File: config.mk
export PLATFORM = sky130hd
export DESIGN_NAME = irq_accept_seq
export DESIGN_NICKNAME = d
export VERILOG_FILES = /design/src/verilog/irq_seq_pkg.sv /design/src/verilog/irq_accept_seq.sv /design/src/verilog/irq_rank_pick.sv
export VERILOG_INCLUDE_DIRS = /design/src /design/src/verilog
export SDC_FILE = /design/constraint.sdc
export NUM_CORES = 1
export LEC_CHECK = 0
export BUFFER_PORTS_ARGS = -buffer_cell sky130_fd_sc_hd__buf_4
export CORE_ASPECT_RATIO = 1.4
export CORE_MARGIN = 5
export CORE_UTILIZATION = 35
export CTS_CLUSTER_DIAMETER = 50
export DETAILED_ROUTE_END_ITERATION = 10
export GPL_ROUTABILITY_DRIVEN = 0
export HOLD_SLACK_MARGIN = 0.02
export PLACE_DENSITY = 0.6
export RECOVER_POWER = 25
export SYNTH_ARGS = -nofsm -noshare
export SYNTH_HDL_FRONTEND = slang
export SYNTH_SLANG_ARGS = --single-unit
File: constraint.sdc
create_clock -name CLK_I -period 3.05 [get_ports CLK_I]
set_input_delay 0.915 -clock CLK_I [delete_from_list [all_inputs] [get_ports CLK_I]]
set_output_delay 0.915 -clock CLK_I [all_outputs]
set_load 0.05 [all_outputs]
File: src/verilog/irq_seq_regs.svh
// constants for the interrupt acceptance sequencer
`ifndef IRQ_SEQ_REGS_SVH
`define IRQ_SEQ_REGS_SVH

// =====================================================
// widths
`define IRQ_ADDR_W   16
`define IRQ_FULL_W   24
`define IRQ_DATA_W   16
`define IRQ_CCR_W    8

// =====================================================
// condition code register layout
`define IRQ_CCR_IBIT 7

// =====================================================
// fixed source numbers
`define IRQ_NMI_SRC  0
`define IRQ_ABRK_SRC 1

// =====================================================
// stack stepping, one 16-bit word
`define IRQ_STK_STEP 24'h000002

// =====================================================
// reset values
`define IRQ_RST_ADDR 16'h0000
`define IRQ_RST_DATA 16'h0000
`define IRQ_RST_CCR  8'h00
`define IRQ_RST_FULL 24'h000000

`endif
File: src/verilog/irq_seq_pkg.sv
// types shared by the interrupt acceptance sequencer
`include "irq_seq_regs.svh"

package irq_seq_pkg;

   // =====================================================
   // sequencer states, gray along the entry path
   typedef enum logic [2:0] {
      ST_IDLE     = 3'h0,   // waiting for a boundary
      ST_PUSH_PC  = 3'h1,   // stacking return address
      ST_PUSH_CCR = 3'h3,   // stacking flags
      ST_SET_MASK = 3'h2,   // raising mask flag
      ST_LOAD_VEC = 3'h6,   // jumping to handler
      ST_RET_CCR  = 3'h7,   // popping flags
      ST_RET_PC   = 3'h5    // popping return address
   } seq_state_t;

   // =====================================================
   // memory request toward the core bus
   typedef struct packed {
      logic                   req;    // access pending
      logic                   we;     // 1 write, 0 read
      logic [`IRQ_ADDR_W-1:0] addr;   // effective address
      logic [`IRQ_DATA_W-1:0] wdata;  // write data
   } mem_req_t;

   // =====================================================
   // register loads into the core
   typedef struct packed {
      logic                   pc_ld;  // load program counter
      logic [`IRQ_ADDR_W-1:0] pc;     // new program counter
      logic                   ccr_ld; // load flags
      logic [`IRQ_CCR_W-1:0]  condition_code_register;    // new flags
      logic                   sp_ld;  // load stack pointer
      logic [`IRQ_ADDR_W-1:0] sp;     // new stack pointer
   } core_load_t;

   // =====================================================
   // sources that ignore the mask flag
   function automatic logic nonmask(input int unsigned s);
      return (s == `IRQ_NMI_SRC) || (s == `IRQ_ABRK_SRC);
   endfunction

endpackage

File: src/verilog/irq_accept_seq.sv
// interrupt acceptance and exception entry/return sequencer
//
// Notes on behaviour
// - enabled or non-maskable event raises a request
// - only highest-priority request presented, rest wait
// - nmi and address break ignore mask
// - others taken only with mask clear
// - acceptance only at an instruction boundary
// - push return address and flags first
// - then set mask flag to one
// - return restores all flags from stack
// - load vector address into program counter
// - generated addresses keep low 16 bits
`timescale 1ns/1ps
`default_nettype none
`include "irq_seq_regs.svh"

module irq_accept_seq #(
   parameter int unsigned N  = 8,                 // number of sources
   parameter int unsigned IW = 3,                 // source index width
   parameter logic [N*8-1:0] PRIO_LIST = 64'h0706050403020100,
   parameter logic [N*`IRQ_FULL_W-1:0] VEC_TABLE = {
      24'h00002E, 24'h00002C, 24'h00002A, 24'h000028,
      24'h000026, 24'h000024, 24'h000022, 24'h000020}
) (
   input  wire logic                   CLK_I,        // core clock
   input  wire logic                   SYS_RST_I,    // sync reset, high
   input  wire logic [N-1:0]           SRC_EVENT_I,  // source events
   input  wire logic [N-1:0]           SRC_EN_I,     // source enables
   input  wire logic [N-1:0]           SRC_CLR_I,    // software clears
   output logic [N-1:0]                IRQ_PEND_O,   // pending requests
   output logic                        SEL_VLD_O,    // request presented
   output logic [IW-1:0]               SEL_IDX_O,    // presented source
   input  wire logic                   INSN_DONE_I,  // boundary strobe
   input  wire logic                   RTE_I,        // return at boundary
   input  wire logic [`IRQ_ADDR_W-1:0] NEXT_PC_I,    // next instruction
   input  wire logic [`IRQ_CCR_W-1:0]  CCR_I,        // current flags
   input  wire logic [`IRQ_ADDR_W-1:0] SP_I,         // stack pointer
   output irq_seq_pkg::mem_req_t       MEM_O,        // memory request
   input  wire logic                   MEM_ACK_I,    // memory done
   input  wire logic [`IRQ_DATA_W-1:0] MEM_RDATA_I,  // read data
   output irq_seq_pkg::core_load_t     LOAD_O,       // core loads
   output logic                        ACCEPT_O,     // accept pulse
   output logic [IW-1:0]               ACCEPT_IDX_O, // accepted source
   output logic                        BUSY_O        // core must hold
);

   // =====================================================
   // state
   irq_seq_pkg::seq_state_t      state_q, state_d;   // sequencer state
   logic [N-1:0]                 pend_q, pend_d;     // pending flags
   logic [IW-1:0]                idx_q, idx_d;       // accepted source
   logic [`IRQ_FULL_W-1:0]       vec_q, vec_d;       // handler vector
   logic [`IRQ_FULL_W-1:0]       sp_q, sp_d;         // working sp
   logic [`IRQ_ADDR_W-1:0]       pc_q, pc_d;         // return address
   logic [`IRQ_CCR_W-1:0]        ccr_q, ccr_d;       // saved flags
   irq_seq_pkg::mem_req_t        mem_q, mem_d;       // bus request
   irq_seq_pkg::core_load_t      ld_q, ld_d;         // core loads
   logic                         acc_q, acc_d;       // accept pulse

   // =====================================================
   // picker outputs
   logic                         pick_vld;           // candidate exists
   logic [IW-1:0]                pick_idx;           // candidate source
   logic [`IRQ_FULL_W-1:0]       pick_vec;           // candidate vector
   logic                         take;               // accept this cycle

   // =====================================================
   // priority selection against the live mask flag
   irq_rank_pick #(
      .N         (N),
      .IW        (IW),
      .PRIO_LIST (PRIO_LIST),
      .VEC_TABLE (VEC_TABLE)
   ) u_pick (
      .pend_i (pend_q),
      .mask_i (CCR_I[`IRQ_CCR_IBIT]),
      .vld_o  (pick_vld),
      .idx_o  (pick_idx),
      .vec_o  (pick_vec)
   );

   // accept at a boundary, return takes precedence
   assign take = (state_q == irq_seq_pkg::ST_IDLE) && INSN_DONE_I &&
                 !RTE_I && pick_vld;

   // =====================================================
   // pending flags, one per source
   generate
      for (genvar k = 0; k < N; k++) begin : g_pend
         logic set_k; // new event qualified
         logic clr_k; // accepted or cleared
         // event counts when enabled or non-maskable
         assign set_k = SRC_EVENT_I[k] &&
                        (SRC_EN_I[k] || irq_seq_pkg::nonmask(k));
         assign clr_k = SRC_CLR_I[k] ||
                        (take && pick_idx == IW'(k));
         // set wins over clear; a flag is one bit, never doubled
         always_comb begin
            pend_d[k] = set_k || (pend_q[k] && !clr_k);
         end
      end
   endgenerate

   // =====================================================
   // sequencer next-state
   always_comb begin
      state_d = state_q;
      idx_d   = idx_q;
      vec_d   = vec_q;
      sp_d    = sp_q;
      pc_d    = pc_q;
      ccr_d   = ccr_q;
      mem_d   = mem_q;
      ld_d    = ld_q;
      ld_d.pc_ld  = 1'b0;
      ld_d.ccr_ld = 1'b0;
      ld_d.sp_ld  = 1'b0;
      acc_d   = 1'b0;
      unique case (state_q)
         // wait for the instruction in progress to end
         irq_seq_pkg::ST_IDLE: begin
            if (INSN_DONE_I && RTE_I) begin
               // return: pop flags word first
               sp_d       = {8'h00, SP_I};
               mem_d.req  = 1'b1;
               mem_d.we   = 1'b0;
               mem_d.addr = SP_I;
               state_d    = irq_seq_pkg::ST_RET_CCR;
            end else if (take) begin
               // latch request and context, push pc
               idx_d       = pick_idx;
               vec_d       = pick_vec;
               pc_d        = NEXT_PC_I;
               ccr_d       = CCR_I;
               acc_d       = 1'b1;
               sp_d        = {8'h00, SP_I} - `IRQ_STK_STEP;
               mem_d.req   = 1'b1;
               mem_d.we    = 1'b1;
               mem_d.addr  = sp_d[`IRQ_ADDR_W-1:0];
               mem_d.wdata = NEXT_PC_I;
               state_d     = irq_seq_pkg::ST_PUSH_PC;
            end
         end
         // pc word written, push flags word
         irq_seq_pkg::ST_PUSH_PC: begin
            if (MEM_ACK_I) begin
               sp_d        = sp_q - `IRQ_STK_STEP;
               mem_d.addr  = sp_d[`IRQ_ADDR_W-1:0];
               mem_d.wdata = {8'h00, ccr_q};
               state_d     = irq_seq_pkg::ST_PUSH_CCR;
            end
         end
         // flags written, raise mask and move sp
         irq_seq_pkg::ST_PUSH_CCR: begin
            if (MEM_ACK_I) begin
               mem_d.req   = 1'b0;
               mem_d.we    = 1'b0;
               ld_d.ccr_ld = 1'b1;
               ld_d.condition_code_register    = ccr_q;
               ld_d.condition_code_register[`IRQ_CCR_IBIT] = 1'b1;
               ld_d.sp_ld  = 1'b1;
               ld_d.sp     = sp_q[`IRQ_ADDR_W-1:0];
               state_d     = irq_seq_pkg::ST_SET_MASK;
            end
         end
         // mask now set, jump to handler
         irq_seq_pkg::ST_SET_MASK: begin
            ld_d.pc_ld = 1'b1;
            ld_d.pc    = vec_q[`IRQ_ADDR_W-1:0];
            state_d    = irq_seq_pkg::ST_LOAD_VEC;
         end
         // handler start loaded, core resumes
         irq_seq_pkg::ST_LOAD_VEC: begin
            state_d = irq_seq_pkg::ST_IDLE;
         end
         // flags word read, fetch return address
         irq_seq_pkg::ST_RET_CCR: begin
            if (MEM_ACK_I) begin
               ccr_d      = MEM_RDATA_I[`IRQ_CCR_W-1:0];
               sp_d       = sp_q + `IRQ_STK_STEP;
               mem_d.addr = sp_d[`IRQ_ADDR_W-1:0];
               state_d    = irq_seq_pkg::ST_RET_PC;
            end
         end
         // return address read, restore everything
         irq_seq_pkg::ST_RET_PC: begin
            if (MEM_ACK_I) begin
               sp_d        = sp_q + `IRQ_STK_STEP;
               mem_d.req   = 1'b0;
               ld_d.pc_ld  = 1'b1;
               ld_d.pc     = MEM_RDATA_I;
               ld_d.ccr_ld = 1'b1;
               ld_d.condition_code_register    = ccr_q;
               ld_d.sp_ld  = 1'b1;
               ld_d.sp     = sp_d[`IRQ_ADDR_W-1:0];
               state_d     = irq_seq_pkg::ST_IDLE;
            end
         end
         // unused code: recover quietly
         default: begin
            state_d   = irq_seq_pkg::ST_IDLE;
            mem_d.req = 1'b0;
         end
      endcase
   end

   // =====================================================
   // registers
   always_ff @(posedge CLK_I) begin
      if (SYS_RST_I) begin
         state_q     <= irq_seq_pkg::ST_IDLE;
         pend_q      <= '0;
         idx_q       <= '0;
         vec_q       <= `IRQ_RST_FULL;
         sp_q        <= `IRQ_RST_FULL;
         pc_q        <= `IRQ_RST_ADDR;
         ccr_q       <= `IRQ_RST_CCR;
         mem_q.req   <= 1'b0;
         mem_q.we    <= 1'b0;
         mem_q.addr  <= `IRQ_RST_ADDR;
         mem_q.wdata <= `IRQ_RST_DATA;
         ld_q.pc_ld  <= 1'b0;
         ld_q.pc     <= `IRQ_RST_ADDR;
         ld_q.ccr_ld <= 1'b0;
         ld_q.condition_code_register    <= `IRQ_RST_CCR;
         ld_q.sp_ld  <= 1'b0;
         ld_q.sp     <= `IRQ_RST_ADDR;
         acc_q       <= 1'b0;
      end else begin
         state_q <= state_d;
         pend_q  <= pend_d;
         idx_q   <= idx_d;
         vec_q   <= vec_d;
         sp_q    <= sp_d;
         pc_q    <= pc_d;
         ccr_q   <= ccr_d;
         mem_q   <= mem_d;
         ld_q    <= ld_d;
         acc_q   <= acc_d;
      end
   end

   // =====================================================
   // outputs
   assign IRQ_PEND_O   = pend_q;
   assign SEL_VLD_O    = pick_vld;
   assign SEL_IDX_O    = pick_idx;
   assign MEM_O        = mem_q;
   assign LOAD_O       = ld_q;
   assign ACCEPT_O     = acc_q;
   assign ACCEPT_IDX_O = idx_q;
   // hold the core from boundary until the sequence ends
   assign BUSY_O = (state_q != irq_seq_pkg::ST_IDLE);

endmodule // irq_accept_seq

`default_nettype wire

File: src/verilog/irq_rank_pick.sv
// fixed-priority pick of one pending interrupt source
`timescale 1ns/1ps
`default_nettype none
`include "irq_seq_regs.svh"

module irq_rank_pick #(
   parameter int unsigned N  = 8,                 // number of sources
   parameter int unsigned IW = 3,                 // source index width
   parameter logic [N*8-1:0] PRIO_LIST = 64'h0706050403020100,
   parameter logic [N*`IRQ_FULL_W-1:0] VEC_TABLE = {
      24'h00002E, 24'h00002C, 24'h00002A, 24'h000028,
      24'h000026, 24'h000024, 24'h000022, 24'h000020}
) (
   input  wire logic [N-1:0]           pend_i, // pending sources
   input  wire logic                   mask_i, // mask flag
   output logic                        vld_o,  // a source chosen
   output logic [IW-1:0]               idx_o,  // chosen source
   output logic [`IRQ_FULL_W-1:0]      vec_o   // its vector
);

   // =====================================================
   // rank walk: rank 0 is highest, visited last so it wins
   always_comb begin
      int unsigned s;
      s     = 0;
      vld_o = 1'b0;
      idx_o = '0;
      vec_o = `IRQ_RST_FULL;
      for (int r = N - 1; r >= 0; r--) begin
         s = int'(PRIO_LIST[r*8 +: 8]);
         // maskable ones only while mask is clear
         if (s < N && pend_i[s] &&
             (!mask_i || irq_seq_pkg::nonmask(s))) begin
            vld_o = 1'b1;
            idx_o = IW'(s);
            vec_o = VEC_TABLE[s*`IRQ_FULL_W +: `IRQ_FULL_W];
         end
      end
   end

endmodule // irq_rank_pick

`default_nettype wire

* Word-level counts from Yosys, hierarchy flattened *
Index checks and enable logic that the tools add are counted.

storage, ports and cells
  register bits after elaboration = 140
  output and inout bits = 94
  word-level logic and storage cells = 181

operators by class
  add/sub/neg operators = 3
  eq/ne operators = 21
  mux-type cells = 56
  bitwise operators = 3
  reduce and logical (&&, ||, !) cells = 81

operators with widths
  cell                                                                   number
  16-bit two-way mux                                                     8
  24-bit two-way mux                                                     4
  24-bit one-hot mux with 3 select lines                                 1
  26-bit one-hot mux with 2 select lines                                 1
  16-bit one-hot mux with 3 select lines                                 1
  43-bit two-way mux                                                     1
  3-bit two-way mux                                                      14
  34-bit two-way mux                                                     1
  17-bit one-hot mux with 2 select lines                                 1
  1-bit logical AND                                                      32
  32-bit two-way mux                                                     1
  16-bit one-hot mux with 2 select lines                                 1
  26-bit two-way mux                                                     1
  24-bit by 2-bit adder with 24-bit output (second input constant)       1
  8-bit two-way mux                                                      3
  24-bit by 2-bit subtractor with 24-bit output (second input constant)  1
  3-bit == test (second input constant)                                  7
  4-bit AND reduction                                                    5
  18-bit two-way mux                                                     1
  3-bit one-hot mux with 6 select lines                                  1
  16-bit by 2-bit subtractor with 17-bit output (second input constant)  1
  1-bit logical OR                                                       16
  8-bit one-hot mux with 2 select lines                                  1
  3-bit by 2-bit == test with 1-bit output (second input constant)       4
  other kinds (20)                                                       56

* Longest topological paths before layout *
  depth in word-level cells = 16
  depth in mapped cells = 9
  gate-level depth less buffers = 8

* By module *
A second synthesis with hierarchy kept.

second synthesis, totals
  cells, all modules = 882
  area total of the unflattened synthesis = 6,867.8 um^2

modules (own cells, without submodules)
  module          instances  cells each  area an instance (um^2)  sequential area each (um^2)
  irq_accept_seq  1          842         6,597.6                  2,622.5
  irq_rank_pick   1          40          270.3                    0.0

* Worst setup path after synthesis *
Ideal clock, no wire load.

  path type = in2reg
  start = in CCR_I[7]
  end = reg ccr_q[7]
  library setup time = 91 ps
  arrival time = 3,068 ps
  data required time = 2,959 ps
  setup slack = -109 ps
  cell stages on the path = 7
  path through = clkbuf_1 o211ai_1 nand2_1 nand2_1 buf_2 nor2_1 a311oi_1

between the ends
  longest elaborated chain between the ends = 13
  elaborated cells on any way between the ends = 21

ends and longest elaborated chain
  item                                      line                   source
  start: declaration                        irq_accept_seq.sv:37   input wire logic [`IRQ_CCR_W-1:0] CCR_I,
  1-bit logical NOT *                       irq_rank_pick.sv:33    (!mask_i || irq_seq_pkg::nonmask(s))) begin
  1-bit logical AND                         irq_rank_pick.sv:32    if (s < N && pend_i[s] &&
  1-bit two-way mux (5 in a row)            irq_rank_pick.sv:32
  1-bit two-way mux * (3 in a row)          irq_rank_pick.sv:32
  named net SEL_VLD_O                       irq_accept_seq.sv:32   output logic SEL_VLD_O,
  1-bit logical AND *                       irq_accept_seq.sv:85   !RTE_I && pick_vld;
  2-bit inequality test (no source line) *  --
  4-bit AND reduction (no source line) *    --
  end signal: assignment                    irq_accept_seq.sv:218  ccr_q <= `IRQ_RST_CCR;
  end signal: assignment                    irq_accept_seq.sv:237  ccr_q <= ccr_d;
  end: declaration                          irq_accept_seq.sv:56   logic [`IRQ_CCR_W-1:0] ccr_q, ccr_d;

The timed path passes the listed nets; every way through them passes the cells marked *. The select of a mux whose other input is x is not followed.
A chain may end at the register's enable or synchronous reset.

* Final worst setup path *
  start = in CCR_I[7]
  end = out SEL_IDX_O[1]

between the ends
  longest elaborated chain between the ends = 10
  elaborated cells on any way between the ends = 15

ends and longest elaborated chain
  item                              line                  source
  1-bit logical NOT *               irq_rank_pick.sv:33
  1-bit logical AND                 irq_rank_pick.sv:32
  3-bit two-way mux (5 in a row)    irq_rank_pick.sv:32
  3-bit two-way mux * (3 in a row)  irq_rank_pick.sv:32
  end: declaration                  irq_accept_seq.sv:33  output logic [IW-1:0] SEL_IDX_O,

Every way passes the cells marked *; elsewhere a longest branch is shown, timed or not.

==> impl_metrics.toml <==
[drt]
first_iter_violations = 499
drtAntennaViolNets = 0
routedWlPerCell_um = 17.53
viasPerCell = 5.356
dr.pass1.iters = 5
drt-total-wl_um = 21500
post-route-drc-count = 0
vias = 6567

[logic_synthesis]
yosys_warnings = 0
ys.flop_type = "dfxtp_1"
ys_types = 69
syn_avg_cell_area_um2 = 7.561
synth_top_area_share_pct = 37.59
yosysSeqAreaShare_pct = 37.59
synth.most_common_cell = "nand2_1"
netlist_area_um2 = 6177
synthTopCellsByCount = "nand2_1 (122), dfxtp_1 (116), nor2_1 (112)"
synth.area.top_cells = "dfxtp_1 (38%), nand2_1 (7.4%), nor2_1 (6.8%)"
synth-edff-count = 0
synth_async_sr_flop_share_pct = 0
syn_inst = 817
synth_nets = 905
ys_seq_elements = 116
synth_top_area_cell = "dfxtp_1"

[timing]
final-setup-viol-count = 0
tightestPinTransition_ps = 1280
slew_headroom_pct = 14.69
hold_violations = 0
drv_slew = 0
hold-worst-slack_ps = 446.4
clock.fmax_mhz = 340.5
fin_tns_setup_ps = 0
finalCritPeriodShare_pct = 96.28
setup_slack_ps = 113.5
min_period_ps = 2937
fin_skew_ps = 9.823

[placed_design]
post-place-ws_ps = 33.28
dp_hpwl_um = 15830
port_buffers = 176
placed_cell_area_um2 = 7711
dp_cells = 1194

[die]
num_rows = 57
core_um2 = 17330
start_util_pct = 35.64
die_y_um = 167.2
io_pins = 179
die_w_um = 122.3
dieArea_um2 = 20440

[cells_and_area]
diodes = 0
regArea_um2 = 2322
area_growth_pct = 32.79
drive_above_1_share_pct = 23.13
stdcell_count = 1226
fillers = 1831
nets = 1065
multi_input_area_um2 = 3440
utilization_pct = 47.33
design_area_um2 = 8203

[global_route]
grt_max_degree = 50
grt_pass1_wl_um = 33560
grt_usage_pct = 20.58
grt_antenna_before_repair = 0
grt-ovfl-total = 0
grt_pass1_vias = 6276

[clock_network]
htree_levels = 4
clkTransAtPathRegs_ps = 50
clk_latency_ps = 420
holdBufCountCts = 0
clock_sinks = 116
cts_made_buffers = 17
root_buffer = "clkbuf_16"
cts_buffer_depth = 2
cts_tree = "yes"
post_cts_buffers = 0

[pwr]
powerDensity_nw_per_um2 = 675.3
power_mw = 5.539
irDropWorstVdd_mv = 0.4719
clockPowerShare_pct = 37.2
p_int_mw = 3.522
seqPwrFrac_pct = 33.0
power_frac_comb_pct = 29.8
p_sw_mw = 2.017
p_leak_nw = 3.239
swShare_pct = 36.42

[critical_path]
cp-end-kind = "primary output"
worst_path_max_delay_cell = "or4_1"
setup.worst_path.start_class = "primary input"
critPathMaxFanout = 2
criticalPathCategory = "primary input to primary output"
crit_top_cell = "buf_4"
cp_slowest_stage_delay_ps = 520
cp_cell_sequence = "buf_4 > or4_1 > a21boi_1 > buf_4"
cp.required_ps = 2130
crit_arrival_ps = 2020

[outcome]
outcome = "completed"

[job]
maxCapViolations = 0

[hold_path]
min_path_type = "register to register"
==> cell families (layout without fill, tap and decap cells) <==
| family | count (synthesis) | after routing | share of synthesized area [%] |
|---|---|---|---|
| flip-flops | 116 | 116 | 37.59 |
| AND/OR/NAND/NOR | 362 | 362 | 26.76 |
| adder cells (fa/ha/maj) | 3 | 3 | 0.6077 |
| buffers and inverters | 87 | 260 | 6.846 |
| multiplexers | 2 | 2 | 0.3241 |
| AO/OA/AOI/OAI | 217 | 217 | 23.62 |
| XOR/XNOR | 30 | 30 | 4.254 |
==> flip-flops by register name, summed over array words and instances, names as in the netlist <==
signal	count
LOAD_O	42
ccr_q	8
ACCEPT_O	1
state_q	3
MEM_O	34
sp_q	16
vec_q	2
IRQ_PEND_O	8
ACCEPT_IDX_O	2
==> worst paths after layout <==
check / endpoint / startpoint / slack, ps / depth (start not counted)
min: MEM_O[12] / MEM_O[12] / 450 / 2
min reg2reg: MEM_O[12] / MEM_O[12] / 450 / 2
max: SEL_IDX_O[1] / CCR_I[7] / 110 / 4
max reg2reg: LOAD_O[29] / state_q[0] / 320 / 6
==> cell type report <==
cell class,instances,area share (%)
Tap cell,236,3.600
Sequential cell,116,28.31
Clock inverter,14,2.151
Inverter,14,0.6406
Multi-Input combinational cell,614,41.93
Clock buffer,18,5.232
Timing Repair Buffer,214,18.14
==> power groups by stage <==
| stage | clock (mW) | combinational, mW | sequential (mW) |
|---|---|---|---|
| floorplan | 0 | 0.914 | 2.08 |
| global placement | 0 | 1.66 | 1.85 |
| detailed placement | 0 | 1.66 | 1.85 |
| CTS | 2.09 | 1.67 | 1.82 |
| global route | 2.16 | 1.79 | 1.85 |
| finish | 2.06 | 1.65 | 1.83 |
==> routing by layer <==
layer / track usage (%) / share of wire, %
met3: 3.408 / 5.9
met5: 0 / 0
met1: 25.71 / 42
met2: 35.06 / 50
met4: 7.943 / 2.4
==> critical path, delay by kind of cell <==
kind,cells,cell delay (ps)
buffers and inverters,2,350
and+or+nand+nor,1,520
AOI/OAI and AO/OA,1,230
==> placed cells by master (no fill, tap or decap), types with 15 or more instances in the layout <==
cell,instances
a211oi_1,15
a21oi_1,65
a311oi_1,20
buf_4,182
clkbuf_1,32
clkbuf_16,17
dfxtp_1,116
nand2_1,121
nand3_1,34
nor2_1,112
nor3_1,27
o21ai_0,31
xor2_1,18
==> what timing repair did <==
item	CTS	global route
hold endpoints to repair	0	0
setup endpoints to repair	0	2
gates resized for setup	0	2
No activity file was read; power rests on OpenSTA's default activity.
